### config.mk
export PLATFORM = sky130hd
export DESIGN_NAME = ast_transceiver
export DESIGN_NICKNAME = d
export VERILOG_FILES = /design/src/ast_pkg.sv /design/src/ast_fifo.sv /design/src/ast_baud_gen.sv /design/src/ast_transceiver.sv
export SDC_FILE = /design/constraint.sdc
export NUM_CORES = 1
export LEC_CHECK = 0
export BUFFER_PORTS_ARGS = -buffer_cell sky130_fd_sc_hd__buf_4
export CORE_MARGIN = 2
export CORE_UTILIZATION = 45
export CTS_CLUSTER_DIAMETER = 30
export CTS_CLUSTER_SIZE = 40
export DETAILED_ROUTE_END_ITERATION = 12
export GPL_TIMING_DRIVEN = 0
export MAX_ROUTING_LAYER = met4
export PLACE_DENSITY = 0.7
export RECOVER_POWER = 50
export SYNTH_ARGS = -nofsm -noshare
export SYNTH_HDL_FRONTEND = slang
export SYNTH_SLANG_ARGS = --single-unit
### constraint.sdc
create_clock -name sys_clk -period 8.4 [get_ports sys_clk]
set_input_delay 0.42 -clock sys_clk [delete_from_list [all_inputs] [get_ports sys_clk]]
set_output_delay 0.42 -clock sys_clk [all_outputs]
set_load 0.01 [all_outputs]
### src/ast_pkg.sv
// shared constants, types and helpers for the async serial transceiver
package ast_pkg;
  // ----------------------------------------------------------------
  // register offsets (byte addresses)
  // ----------------------------------------------------------------
  localparam logic [11:0] ADDR_DATA = 12'h000;
  localparam logic [11:0] ADDR_RSR = 12'h004;
  localparam logic [11:0] ADDR_FLAG = 12'h018;
  localparam logic [11:0] ADDR_IBRD = 12'h024;
  localparam logic [11:0] ADDR_FBRD = 12'h028;
  localparam logic [11:0] ADDR_LCRH = 12'h02C;
  localparam logic [11:0] ADDR_CTL = 12'h030;
  localparam logic [11:0] ADDR_IFLS = 12'h034;
  localparam logic [11:0] ADDR_IM = 12'h038;
  localparam logic [11:0] ADDR_RIS = 12'h03C;
  localparam logic [11:0] ADDR_MIS = 12'h040;
  localparam logic [11:0] ADDR_ICR = 12'h044;
  // ----------------------------------------------------------------
  // field positions
  // ----------------------------------------------------------------
  localparam int LCR_BRK = 0;   // force line low
  localparam int LCR_PEN = 1;   // parity enable
  localparam int LCR_EPS = 2;   // even parity select
  localparam int LCR_STP2 = 3;  // two stop bits
  localparam int LCR_FEN = 4;   // fifo enable
  localparam int LCR_WLEN = 5;  // word length, bits 6:5
  localparam int LCR_SPS = 7;   // stick parity
  localparam int CTL_EN = 0;    // port_global_enable
  localparam int CTL_LBE = 7;   // internal loopback
  localparam int CTL_TXE = 8;   // tx_path_enable
  localparam int CTL_RXE = 9;   // rx_path_enable
  localparam int IFLS_RX = 3;   // rx level at 5:3, tx level at 2:0
  localparam int FR_BUSY = 3;
  localparam int FR_RXFE = 4;
  localparam int FR_TXFF = 5;
  localparam int FR_RXFF = 6;
  localparam int FR_TXFE = 7;
  localparam int ERR_FE = 0;    // status bits, also entry bits 11:8
  localparam int ERR_PE = 1;
  localparam int ERR_BE = 2;
  localparam int ERR_OE = 3;
  localparam int INT_RX = 4;
  localparam int INT_TX = 5;
  localparam int INT_RT = 6;
  localparam int INT_FE = 7;
  localparam int INT_PE = 8;
  localparam int INT_BE = 9;
  localparam int INT_OE = 10;
  localparam int INT_W = 11;
  // ----------------------------------------------------------------
  // reset values, masks, sizes and timing
  // ----------------------------------------------------------------
  localparam logic [15:0] CTL_RESET = 16'h0300;
  localparam logic [15:0] CTL_MASK = 16'h0381;
  localparam logic [5:0] IFLS_RESET = 6'h12;
  localparam logic [10:0] INT_MASK = 11'h7F0;
  localparam int FIFO_DEPTH = 16;
  localparam logic [3:0] TICK_LAST = 4'hF;   // sixteen ticks per bit
  localparam logic [3:0] TICK_START = 4'h7;  // eighth tick
  localparam logic [9:0] RT_TICKS = 10'h200; // 32 idle bit times
  typedef enum logic [2:0] {
    FR_IDLE = 3'h0, FR_START = 3'h1, FR_DATA = 3'h2,
    FR_PARITY = 3'h3, FR_STOP = 3'h4
  } ast_frame_t;
  // fifo trigger level in entries: 1/8, 1/4, 1/2, 3/4, 7/8 of 16
  function automatic logic [4:0] ast_level(input logic [2:0] sel);
    case (sel)
      3'h0: ast_level = 5'h02;
      3'h1: ast_level = 5'h04;
      3'h3: ast_level = 5'h0C;
      3'h4: ast_level = 5'h0E;
      default: ast_level = 5'h08;
    endcase
  endfunction
endpackage

### src/ast_fifo.sv
// sixteen-entry flip-flop fifo with a one-entry holding mode
`timescale 1ns/1ps
module ast_fifo
  import ast_pkg::*;
#(
  parameter int WIDTH = 8
) (
  input wire logic sys_clk,
  input wire logic resetn,
  input wire logic deep,
  input wire logic push,
  input wire logic [WIDTH-1:0] wdata,
  input wire logic pop,
  output logic [WIDTH-1:0] head,
  output logic [4:0] count,
  output logic full,
  output logic empty
);
  typedef struct packed {
    logic [FIFO_DEPTH-1:0][WIDTH-1:0] mem; // storage
    logic [3:0] wp;                        // write index
    logic [3:0] rp;                        // read index
    logic [4:0] cnt;                       // entries held
  } ast_fifo_state_t;
  ast_fifo_state_t s_reg, s_next;
  logic push_ok, pop_ok;

  // shallow mode holds a single entry like a plain holding register
  assign full = s_reg.cnt >= (deep ? 5'h10 : 5'h01);
  assign empty = s_reg.cnt == 5'h00;
  assign head = s_reg.mem[s_reg.rp];
  assign count = s_reg.cnt;
  assign push_ok = push && !full;
  assign pop_ok = pop && !empty;

  // next state: write at wp, read at rp
  always_comb begin
    s_next = s_reg;
    if (push_ok) begin
      s_next.mem[s_reg.wp] = wdata;
      s_next.wp = s_reg.wp + 4'h1;
    end
    if (pop_ok) begin
      s_next.rp = s_reg.rp + 4'h1;
    end
    if (push_ok && !pop_ok) begin
      s_next.cnt = s_reg.cnt + 5'h01;
    end else if (pop_ok && !push_ok) begin
      s_next.cnt = s_reg.cnt - 5'h01;
    end
  end

  // state register
  always_ff @(posedge sys_clk) begin
    if (!resetn) begin
      s_reg <= '0;
    end else begin
      s_reg <= s_next;
    end
  end
endmodule // ast_fifo

### src/ast_baud_gen.sv
// fractional divider making the sixteen-times oversample tick
`timescale 1ns/1ps
module ast_baud_gen (
  input wire logic sys_clk,
  input wire logic resetn,
  input wire logic [15:0] div_whole,
  input wire logic [5:0] div_frac,
  output logic tick
);
  typedef struct packed {
    logic [15:0] cnt;  // clocks in current tick period
    logic [5:0] acc;   // fraction accumulator in 64ths
    logic extra;       // stretch this period by one clock
    logic tick;        // registered tick
  } ast_baud_state_t;
  ast_baud_state_t s_reg, s_next;
  logic [6:0] acc_sum;

  assign acc_sum = {1'b0, s_reg.acc} + {1'b0, div_frac};
  assign tick = s_reg.tick;

  // period is whole or whole+1 clocks so the mean is whole + frac/64
  always_comb begin
    s_next = s_reg;
    s_next.tick = 1'b0;
    if (div_whole == 16'h0000) begin
      // zero divisor stops the generator
      s_next.cnt = 16'h0000;
    end else if ({1'b0, s_reg.cnt} + 17'h00001 >=
                 {1'b0, div_whole} + {16'h0000, s_reg.extra}) begin
      s_next.tick = 1'b1;
      s_next.cnt = 16'h0000;
      s_next.acc = acc_sum[5:0];
      s_next.extra = acc_sum[6];
    end else begin
      s_next.cnt = s_reg.cnt + 16'h0001;
    end
  end

  // state register
  always_ff @(posedge sys_clk) begin
    if (!resetn) begin
      s_reg <= '0;
    end else begin
      s_reg <= s_next;
    end
  end
endmodule // ast_baud_gen

### src/ast_transceiver.sv
// async serial transceiver: registers, transmitter and receiver
`timescale 1ns/1ps
// How it works
// - tx and rx enables, both set after reset
// - disabling finishes the current character first
// - start, data lsb first, parity, stop
// - rx errors stored with each character
// - 16-bit whole plus 6-bit fraction divisor
// - divisor is clock over sixteen times baud
// - oversample tick; sixteen ticks per bit
// - 30-bit config loads on line-control write
// - sixteen-deep fifos, rx carries four status
// - tx runs while fifo holds data
// - busy set when tx fifo non-empty
// - busy clears after last stop bit
// - start edge, sample at eighth tick
// - high at eighth tick is false start
// - data sampled every sixteenth tick
// - parity checked, low stop is framing error
// - five to eight data bits
// - even, odd, stick or no parity
// - one or two stop bits
// - fifos one deep until fifo enable
// - trigger levels, both reset to half
// - maskable events ored, write-one clears
module ast_transceiver
  import ast_pkg::*;
(
  input wire logic sys_clk,
  input wire logic resetn,
  input wire logic [11:0] bus_addr,
  input wire logic [31:0] bus_wdata,
  input wire logic bus_wr,
  input wire logic bus_rd,
  output logic [31:0] bus_rdata,
  input wire logic port0_serial_in,
  output logic port0_serial_out,
  output logic irq
);
  // ----------------------------------------------------------------
  // state
  // ----------------------------------------------------------------
  typedef struct packed {
    logic [15:0] ibrd;        // divisor_integer_reg
    logic [5:0] fbrd;         // divisor_fraction_reg
    logic [29:0] line_cfg;    // whole, fraction, line_control_reg
    logic [15:0] ctl;         // port_control_reg
    logic [5:0] ifls;         // fifo_level_select_reg
    logic [INT_W-1:0] im;     // interrupt mask
    logic [INT_W-1:0] ris;    // raw interrupt status
    logic [3:0] rsr;          // receive_error_status_reg
    logic rx_s1;              // synchroniser stage one
    logic rx_s2;              // synchroniser stage two
    logic rx_prev;            // line one cycle back
    ast_frame_t tx_st;
    logic [3:0] tx_tick;
    logic [2:0] tx_bit;
    logic [7:0] tx_shift;
    logic tx_par;
    ast_frame_t rx_st;
    logic [3:0] rx_tick;
    logic [2:0] rx_bit;
    logic [7:0] rx_shift;
    logic rx_par;
    logic rx_low;             // every sample so far was low
    logic ovr_pend;           // overrun to tag on next entry
    logic [9:0] rt_cnt;       // idle ticks with rx data waiting
    logic rx_lvl_d;
    logic tx_lvl_d;
    logic txd;
    logic irq;
    logic [31:0] rdata;
  } ast_state_t;
  ast_state_t s_reg, s_next;

  logic tick;                 // oversample_tick
  logic [7:0] lcr;            // live line settings
  logic rxd;                  // receive line after sync/loopback
  logic busy;
  logic [2:0] last_bit;       // index of final data bit
  logic tx_push, tx_pop, rx_push, rx_pop;
  logic [11:0] rx_entry;
  logic [7:0] tx_head;
  logic [11:0] rx_head;
  logic [4:0] tx_count, rx_count;
  logic tx_full, tx_empty, rx_full, rx_empty;
  logic [3:0] err_set;
  logic [INT_W-1:0] int_set;
  logic rx_lvl, tx_lvl;

  // parity bit for the data bits in use
  function automatic logic par_bit(input logic [7:0] d,
                                   input logic [7:0] l);
    logic [7:0] m;
    m = d & (8'hFF >> (2'h3 - l[LCR_WLEN+:2]));
    if (l[LCR_SPS]) begin
      par_bit = ~l[LCR_EPS];
    end else begin
      par_bit = l[LCR_EPS] ? ^m : ~^m;
    end
  endfunction

  // ----------------------------------------------------------------
  // datapath pieces
  // ----------------------------------------------------------------
  assign lcr = s_reg.line_cfg[7:0];
  assign last_bit = {1'b1, s_reg.line_cfg[LCR_WLEN+:2]};
  // loopback returns the line we drive; s1 feeds s2 only
  assign rxd = s_reg.ctl[CTL_LBE] ? s_reg.txd : s_reg.rx_s2;
  assign busy = !tx_empty || (s_reg.tx_st != FR_IDLE);
  assign rx_lvl = rx_count >= (lcr[LCR_FEN] ?
                  ast_level(s_reg.ifls[IFLS_RX+:3]) : 5'h01);
  assign tx_lvl = tx_count <= (lcr[LCR_FEN] ?
                  ast_level(s_reg.ifls[2:0]) : 5'h00);
  assign bus_rdata = s_reg.rdata;
  assign port0_serial_out = s_reg.txd;
  assign irq = s_reg.irq;

  // divisor comes from the loaded 30-bit copy only
  ast_baud_gen u_baud (
    .sys_clk(sys_clk),
    .resetn(resetn),
    .div_whole(s_reg.line_cfg[29:14]),
    .div_frac(s_reg.line_cfg[13:8]),
    .tick(tick)
  );

  ast_fifo #(.WIDTH(8)) u_tx_fifo (
    .sys_clk(sys_clk),
    .resetn(resetn),
    .deep(lcr[LCR_FEN]),
    .push(tx_push),
    .wdata(bus_wdata[7:0]),
    .pop(tx_pop),
    .head(tx_head),
    .count(tx_count),
    .full(tx_full),
    .empty(tx_empty)
  );

  ast_fifo #(.WIDTH(12)) u_rx_fifo (
    .sys_clk(sys_clk),
    .resetn(resetn),
    .deep(lcr[LCR_FEN]),
    .push(rx_push),
    .wdata(rx_entry),
    .pop(rx_pop),
    .head(rx_head),
    .count(rx_count),
    .full(rx_full),
    .empty(rx_empty)
  );

  // ----------------------------------------------------------------
  // next-state logic
  // ----------------------------------------------------------------
  always_comb begin
    s_next = s_reg;
    tx_push = 1'b0;
    tx_pop = 1'b0;
    rx_push = 1'b0;
    rx_pop = 1'b0;
    rx_entry = '0;
    err_set = 4'h0;
    int_set = '0;
    s_next.rx_s1 = port0_serial_in;
    s_next.rx_s2 = s_reg.rx_s1;
    s_next.rx_prev = rxd;

    // transmitter: enables only gate the start of a character
    unique case (s_reg.tx_st)
      FR_IDLE: begin
        if (!tx_empty && s_reg.ctl[CTL_EN] && s_reg.ctl[CTL_TXE]) begin
          tx_pop = 1'b1;
          s_next.tx_shift = tx_head;
          s_next.tx_par = par_bit(tx_head, lcr);
          s_next.tx_tick = 4'h0;
          s_next.tx_st = FR_START;
        end
      end
      FR_START, FR_DATA, FR_PARITY, FR_STOP: begin
        if (tick) begin
          s_next.tx_tick = s_reg.tx_tick + 4'h1;
          if (s_reg.tx_tick == TICK_LAST) begin
            unique case (s_reg.tx_st)
              FR_START: begin
                s_next.tx_bit = 3'h0;
                s_next.tx_st = FR_DATA;
              end
              FR_DATA: begin
                // lsb leaves first
                s_next.tx_shift = {1'b0, s_reg.tx_shift[7:1]};
                s_next.tx_bit = s_reg.tx_bit + 3'h1;
                if (s_reg.tx_bit == last_bit) begin
                  s_next.tx_bit = 3'h0;
                  s_next.tx_st = lcr[LCR_PEN] ? FR_PARITY : FR_STOP;
                end
              end
              FR_PARITY: begin
                s_next.tx_bit = 3'h0;
                s_next.tx_st = FR_STOP;
              end
              default: begin
                // second stop bit when configured
                if (lcr[LCR_STP2] && s_reg.tx_bit == 3'h0) begin
                  s_next.tx_bit = 3'h1;
                end else begin
                  s_next.tx_st = FR_IDLE;
                end
              end
            endcase
          end
        end
      end
      default: s_next.tx_st = FR_IDLE;
    endcase

    // line level follows the next transmitter state
    unique case (s_next.tx_st)
      FR_START: s_next.txd = 1'b0;
      FR_DATA: s_next.txd = s_next.tx_shift[0];
      FR_PARITY: s_next.txd = s_next.tx_par;
      default: s_next.txd = 1'b1;
    endcase
    if (lcr[LCR_BRK]) begin
      s_next.txd = 1'b0;
    end

    // receiver
    unique case (s_reg.rx_st)
      FR_IDLE: begin
        s_next.rx_tick = 4'h0;
        // falling edge only, so a held break does not restart
        if (s_reg.ctl[CTL_EN] && s_reg.ctl[CTL_RXE] && s_reg.rx_prev &&
            !rxd) begin
          s_next.rx_st = FR_START;
        end
      end
      FR_START: begin
        if (tick) begin
          s_next.rx_tick = s_reg.rx_tick + 4'h1;
          if (s_reg.rx_tick == TICK_START) begin
            s_next.rx_tick = 4'h0;
            s_next.rx_bit = 3'h0;
            s_next.rx_shift = 8'h00;
            s_next.rx_low = 1'b1;
            // glitch shorter than half a bit is dropped
            s_next.rx_st = rxd ? FR_IDLE : FR_DATA;
          end
        end
      end
      FR_DATA, FR_PARITY, FR_STOP: begin
        if (tick) begin
          s_next.rx_tick = s_reg.rx_tick + 4'h1;
          if (s_reg.rx_tick == TICK_LAST) begin
            s_next.rx_low = s_reg.rx_low && !rxd;
            unique case (s_reg.rx_st)
              FR_DATA: begin
                s_next.rx_shift[s_reg.rx_bit] = rxd;
                s_next.rx_bit = s_reg.rx_bit + 3'h1;
                if (s_reg.rx_bit == last_bit) begin
                  s_next.rx_st = lcr[LCR_PEN] ? FR_PARITY : FR_STOP;
                end
              end
              FR_PARITY: begin
                s_next.rx_par = rxd;
                s_next.rx_st = FR_STOP;
              end
              default: begin
                // stop sample closes the character
                err_set[ERR_FE] = !rxd;
                err_set[ERR_BE] = s_reg.rx_low && !rxd;
                err_set[ERR_PE] = lcr[LCR_PEN] &&
                  (s_reg.rx_par != par_bit(s_reg.rx_shift, lcr));
                rx_entry = {s_reg.ovr_pend, err_set[2:0],
                            s_reg.rx_shift};
                if (rx_full) begin
                  err_set[ERR_OE] = 1'b1;
                  s_next.ovr_pend = 1'b1;
                end else begin
                  rx_push = 1'b1;
                  s_next.ovr_pend = 1'b0;
                end
                s_next.rx_st = FR_IDLE;
              end
            endcase
          end
        end
      end
      default: s_next.rx_st = FR_IDLE;
    endcase

    // bus access: reads answer one cycle later
    if (bus_rd) begin
      unique case (bus_addr)
        ADDR_DATA: begin
          s_next.rdata = {20'h00000, rx_head};
          rx_pop = !rx_empty;
        end
        ADDR_RSR: s_next.rdata = {28'h0000000, s_reg.rsr};
        ADDR_FLAG: s_next.rdata = {24'h000000, tx_empty, rx_full,
                                   tx_full, rx_empty, busy, 3'h0};
        ADDR_IBRD: s_next.rdata = {16'h0000, s_reg.ibrd};
        ADDR_FBRD: s_next.rdata = {26'h0000000, s_reg.fbrd};
        ADDR_LCRH: s_next.rdata = {24'h000000, lcr};
        ADDR_CTL: s_next.rdata = {16'h0000, s_reg.ctl};
        ADDR_IFLS: s_next.rdata = {26'h0000000, s_reg.ifls};
        ADDR_IM: s_next.rdata = {21'h000000, s_reg.im};
        ADDR_RIS: s_next.rdata = {21'h000000, s_reg.ris};
        ADDR_MIS: s_next.rdata = {21'h000000, s_reg.ris & s_reg.im};
        default: s_next.rdata = 32'h00000000;
      endcase
    end
    if (bus_wr) begin
      unique case (bus_addr)
        ADDR_DATA: tx_push = 1'b1;
        ADDR_IBRD: s_next.ibrd = bus_wdata[15:0];
        ADDR_FBRD: s_next.fbrd = bus_wdata[5:0];
        ADDR_LCRH: s_next.line_cfg = {s_reg.ibrd, s_reg.fbrd,
                                      bus_wdata[7:0]};
        ADDR_CTL: s_next.ctl = bus_wdata[15:0] & CTL_MASK;
        ADDR_IFLS: s_next.ifls = bus_wdata[5:0];
        ADDR_IM: s_next.im = bus_wdata[INT_W-1:0] & INT_MASK;
        default: begin
        end
      endcase
    end

    // receive timeout: rx data waiting while the line is quiet
    if (rx_empty || rx_push || rx_pop || s_reg.rx_st != FR_IDLE) begin
      s_next.rt_cnt = 10'h000;
    end else if (tick && s_reg.rt_cnt != RT_TICKS) begin
      s_next.rt_cnt = s_reg.rt_cnt + 10'h001;
    end

    // sticky status; a set in the clearing cycle survives
    s_next.rx_lvl_d = rx_lvl;
    s_next.tx_lvl_d = tx_lvl;
    int_set[INT_RX] = rx_lvl && !s_reg.rx_lvl_d;
    int_set[INT_TX] = tx_lvl && !s_reg.tx_lvl_d;
    int_set[INT_RT] = s_next.rt_cnt == RT_TICKS &&
                      s_reg.rt_cnt != RT_TICKS;
    int_set[INT_FE] = err_set[ERR_FE];
    int_set[INT_PE] = err_set[ERR_PE];
    int_set[INT_BE] = err_set[ERR_BE];
    int_set[INT_OE] = err_set[ERR_OE];
    s_next.rsr = ((bus_wr && bus_addr == ADDR_RSR) ? 4'h0 : s_reg.rsr) |
                 err_set;
    s_next.ris = (s_reg.ris & ~((bus_wr && bus_addr == ADDR_ICR) ?
                 bus_wdata[INT_W-1:0] : '0)) | int_set;
    s_next.irq = |(s_next.ris & s_next.im);
  end

  // ----------------------------------------------------------------
  // state register, synchronous reset
  // ----------------------------------------------------------------
  always_ff @(posedge sys_clk) begin
    if (!resetn) begin
      s_reg <= '0;
      s_reg.ctl <= CTL_RESET;
      s_reg.ifls <= IFLS_RESET;
      s_reg.rx_s1 <= 1'b1;
      s_reg.rx_s2 <= 1'b1;
      s_reg.rx_prev <= 1'b1;
      s_reg.txd <= 1'b1;
      // empty tx fifo already sits at its level, so no false edge
      s_reg.tx_lvl_d <= 1'b1;
    end else begin
      s_reg <= s_next;
    end
  end
endmodule // ast_transceiver

### Word level (Yosys, flattened, before mapping)

Cells that the tools add are included.
Widths: inputs -> output; s select.

| storage, ports and cells | value |
|---|---|
| bits in writable memories | 0 |
| bits in latches | 0 |
| word-level logic and storage cells | 342 |
| memory bits (read-only) | 0 |
| register bits after elaboration | 547 |
| memories | 0 |

| operators by class | value |
|---|---|
| reduce and logical (&&, ||, !) cells | 83 |
| eq/ne operators | 47 |
| multipliers | 0 |
| magnitude comparators | 13 |
| div/mod/pow operators | 0 |
| bitwise logic cells | 12 |
| multiplexer cells | 96 |
| $add $sub $neg | 18 |
| shift-type cells | 1 |

Operator list:

| operator | number |
|---|---|
| $bwmux 192 | 1 |
| $pmux 16 s11 | 1 |
| $bwmux 128 | 1 |
| $eq 12x6->1 const B | 7 |
| $mux 12 | 6 |
| $mux 11 | 5 |
| $mux 18 | 3 |
| $bmux 12 s4 | 1 |
| $demux 12 s4 | 1 |
| $and 11x11->11 | 3 |
| $bmux 8 s4 | 1 |
| $demux 8 s4 | 1 |
| $pmux 4 s4 | 2 |
| $mux 1 | 29 |
| $mux 4 | 7 |
| $mux 3 | 9 |
| $logic_and 1x1->1 | 25 |
| $mux 5 | 5 |
| $add 4x1->4 const B | 6 |
| $eq 12x7->1 const B | 2 |
| $eq 3x2->1 const B | 8 |
| $mux 8 | 3 |
| $pmux 11 s2 | 1 |
| $mux 21 | 1 |
| other kinds (68) | 141 |

### Longest topological paths before layout

| depth | value |
|---|---|
| depth after elaboration | 19 |
| mapped depth | 16 |
| depth with buffers taken out | 15 |

### Hierarchy

From an unflattened synthesis, not the netlist that was laid out.

| second synthesis, totals | value |
|---|---|
| cells, all modules | 2854 |
| area total of the unflattened synthesis | 26185.1 um^2 |

By module, submodules not included:

| module | times used | cells each | area each (um^2) |
|---|---|---|---|
| ast_fifo at u_rx_fifo | 1 | 924 | 9369.0 |
| ast_transceiver | 1 | 1062 | 8323.0 |
| ast_fifo at u_tx_fifo | 1 | 651 | 6612.6 |
| ast_baud_gen | 1 | 217 | 1880.6 |

### Worst setup path after synthesis

No wires, ideal clock.

| path | value |
|---|---|
| path type | in2reg |
| start point | in bus_addr[9] |
| end point | reg u_tx_fifo.s_reg (netlist bit u_tx_fifo.count[4]) |
| path buffers | 1 |
| stages on the path | 13 |
| setup time | 70 ps |
| path slack | 4775 ps |
| data arrival time | 3555 ps |
| cell sequence | or4_1 > or3_4 > nor4_4 > clkbuf_1 > and3_1 > ha_1 > inv_1 > fa_1 > a21o_1 > a21oi_1 > xnor2_1 > or3_1 > a21oi_1 |

| between the ends | value |
|---|---|
| cells in the longest elaborated chain, start to end | 7 |
| elaborated cells on any way between the ends | 9 |
| classes of those cells | mux: 3; reduce/logical: 6 |

RTL lines:

| what | line | source |
|---|---|---|
| start: declaration | ast_transceiver.sv:31 | `input wire logic [11:0] bus_addr,` |
| $logic_not 12->1 (*) | ast_transceiver.sv:315 | `unique case (bus_addr)` |
| $mux 1 (*) | ast_transceiver.sv:315 |  |
| $mux 1 (*) | ast_transceiver.sv:314 | `if (bus_wr) begin` |
| $logic_and 1x1->1 (*) | ast_fifo.sv:33 | `assign push_ok = push && !full;` |
| via u_tx_fifo.push_ok | ast_fifo.sv:26 | `logic push_ok, pop_ok;` |
| $logic_not 1->1 | ast_fifo.sv:48 | `end else if (pop_ok && !push_ok) begin` |
| $logic_and 1x1->1 | ast_fifo.sv:48 |  |
| $reduce_bool 2->1 (no line) | -- |  |
| end signal: assignment | ast_fifo.sv:58 | `s_reg <= s_next;` |
| end: declaration | ast_fifo.sv:25 | `ast_fifo_state_t s_reg, s_next;` |

Mark *: on every way through the listed nets, which the timed path passes. The rest lies on a longest branch.
A chain may end at the register's enable or synchronous reset.

### Final worst setup path

Ends and elaborated chain as after synthesis.

==> impl_metrics.py <==
metrics = {
    "synthesis": {
        "synth_seq_cells": 531,
        "avgSynthCellArea_sq_um": 8.29,
        "synth_top_area_share_pct": 42.4,
        "yosys-top-cells-area": "dfxtp_1 42%, nand2_1 13%, a21oi_1 8.9%, mux4_2 8.2%, nor2_1 3.1%",
        "synth_cells": 3020,
        "async_flop_share_pct": 0,
        "yosysMostFrequentCell": "nand2_1",
        "yosysWarnings": 0,
        "ys_types": 83,
        "synth_common_cells": "834 x nand2_1, 531 x dfxtp_1, 446 x a21oi_1",
        "synth_ff_type": "dfxtp_1",
        "seq_area_frac_synth_pct": 42.4,
        "synth-edff-count": 0,
        "post-synth-top-area-cell": "dfxtp_1",
        "synthesis.area_sq_um": 25000,
    },
    "pwr": {
        "internal_power_mw": 5.57,
        "p_seq_share_pct": 35.1,
        "p_clk_share_pct": 62.8,
        "power_density_nw_per_um2": 239,
        "p_sw_share_pct": 22.6,
        "netSwitchingPower_mw": 1.63,
        "comb_power_share_pct": 2.1,
        "leakagePower_nw": 10.4,
        "p_total_mw": 7.21,
        "irDropWorstVdd_uv": 164,
    },
    "layout": {
        "largest_reg_flops": 200,
        "drive_above_1_share_pct": 11.5,
        "area_delta_synth_final_pct": 20.6,
        "fill_cells": 5000,
        "final_nets": 3311,
    },
    "setup_path": {
        "crit_chain": "clkbuf_4 -> or4_1 -> or3_1 -> nor4_1 -> clkbuf_1 -> and3_1 -> ha_1 -> inv_1 -> fa_1 -> a21o_1 -> a21oi_1 -> xnor2_1 -> or3_1 -> a21oi_1",
        "cp_max_fo": 10,
        "cp-start-kind": "primary input",
        "cpPeakStageDelay_ns": 1.37,
        "critical_path_class": "in -> reg",
        "crit_arrival_ns": 5.29,
        "cp_slowest_cell": "nor4_1",
        "critPathCaptureType": "flip-flop",
        "cp.required_ns": 8.94,
    },
    "global_routing": {
        "grt_pass1_vias": 21600,
        "grt_usage_pct": 29.5,
        "grt_max_degree": 18,
        "grt_pass1_wl_um": 126000,
        "antenna_found_initial": 1,
        "overflow": 0,
    },
    "clock_tree": {
        "cts_buffers": 107,
        "hold_buffers": 5,
        "cts_root_buffer": "clkbuf_16",
        "cts.path.max_buffers": 3,
        "clk_pin_slew_ns": 0.05,
        "clock_sinks": 531,
        "postCtsSetupRepairBufs": 0,
        "cts_resized": 0,
        "clock_latency_ns": 0.68,
        "cts_max_level": 3,
        "cts_tree": "yes",
    },
    "drt": {
        "dr.first_iter.drc_count": 2636,
        "wl_um": 83500,
        "viasPerCell": 5.74,
        "ant_nets": 0,
        "vias": 23200,
        "wl_per_cell_um": 20.7,
        "drcViolationCount": 0,
        "first_pass_iters": 6,
    },
    "die": {
        "dieArea_sq_um": 57600,
        "ioPinCount": 83,
        "core_area_sq_um": 55100,
        "dieWidth_um": 240,
        "rows": 86,
        "die_h_um": 240,
        "start_util_pct": 45.5,
    },
    "sta": {
        "tns_ns": 0,
        "period_minus_slack_ns": 4.75,
        "whs_ns": 0.0421,
        "rsz0062_at_grt": "false",
        "hold_violations": 0,
        "slew_headroom_pct": -20.9,
        "fmax_mhz": 210,
        "period_share_pct": 56.6,
        "setup_viol": 0,
        "slew_violations": 19,
        "max_slew.worst_pin.slew_ns": 1.80,
        "fin_skew_ns": 0.0684,
    },
    "hold_path": {
        "hold_path_class": "in -> reg",
    },
    "place": {
        "hpwl_um": 58000,
        "gp_congestion": 1.00,
        "io_buffers": 48,
    },
    "status": {
        "violations": "capacitance limit, slew limit",
        "status": "finished with violations",
    },
    "job": {
        "max_cap_violations": 2,
    },
}
==> per-stage QoR <==
stage	instances	setup WS (ns)	area (sq um)	utilization, %
after floorplan	3035	4.77	25100	-
after global placement	3831	3.96	26400	47.9
after detailed placement	3832	3.97	26400	47.9
after CTS	4035	4.25	30400	55.1
after global routing	4036	3.41	30200	54.8
final	4036	3.65	30200	54.8
==> worst max-delay path: cells and delay by family <==
family	cells	cell delay [ns]
buffers and inverters	3	0.71
adders and majority gates	2	0.65
and+or+nand+nor	5	2.93
xor gates and xnor gates	1	0.09
AOI/OAI and AO/OA	3	0.49
==> worst paths after layout <==
path / startpoint / end / slack [ns] / cells after the start
setup / recovery: bus_addr[9] / u_tx_fifo.count[4]$_SDFFE_PN0P_ / 3.65 / 14
hold / removal: bus_wdata[10] / s_reg[183]$_SDFFE_PN0P_ / 0.04 / 3
setup reg to reg: s_reg[85]$_SDFF_PN0_ / u_tx_fifo.count[4]$_SDFFE_PN0P_ / 3.88 / 12
hold reg to reg: s_next[87]$_SDFF_PN1_ / s_reg[87]$_SDFF_PN1_ / 0.41 / 1
==> routing by layer <==
layer,track usage (%),vias up,wire [um]
li1,-,10700,-
met1,37.2,10900,33500
met2,43.6,1252,36200
met3,7.19,295,9160
met4,15.7,0,4660
met5,-,-,0
==> final cells by class <==
cell class	instances	area [sq um]	area share, %
well taps	748	936	3.10
clock inverters	66	1010	3.34
repair buffers	54	358	1.18
flip-flops and latches	531	10600	35.2
plain buffers	239	1050	3.48
inverters	36	135	0.447
diodes	1	2.50	0.00829
clock buffers	132	2890	9.57
multi-input cells	2229	13200	43.7
==> cell usage in the layout (no fill, tap or decap), types with 60 or more instances in the layout <==
cell type / count
ha_1: 61
nor2_1: 215
nand3_1: 73
nand2_1: 836
a21oi_1: 446
clkbuf_1: 212
clkbuf_16: 107
dfxtp_1: 531
mux4_2: 91
buf_4: 60
==> logic make-up after synthesis <==
kind of cell,synth area share (%)
XOR/XNOR,2.90
buffers and inverters,4.78
adder cells (fa/ha/maj),3.33
multiplexers,9.86
other,0.0150
AO/OA/AOI/OAI,13.9
flip-flops,42.4
AND/OR/NAND/NOR,22.8
==> power by group through the flow <==
| stage | logic, mW | registers [mW] | clock network [mW] |
|---|---|---|---|
| finish | 0.152 | 2.53 | 4.53 |
| CTS | 0.147 | 2.53 | 4.54 |
| global placement | 0.144 | 2.58 | 0 |
| floorplan | 0.0731 | 2.58 | 0 |
| detailed placement | 0.144 | 2.58 | 0 |
| global route | 0.157 | 2.52 | 4.68 |
(Power assumes the default switching activity.)
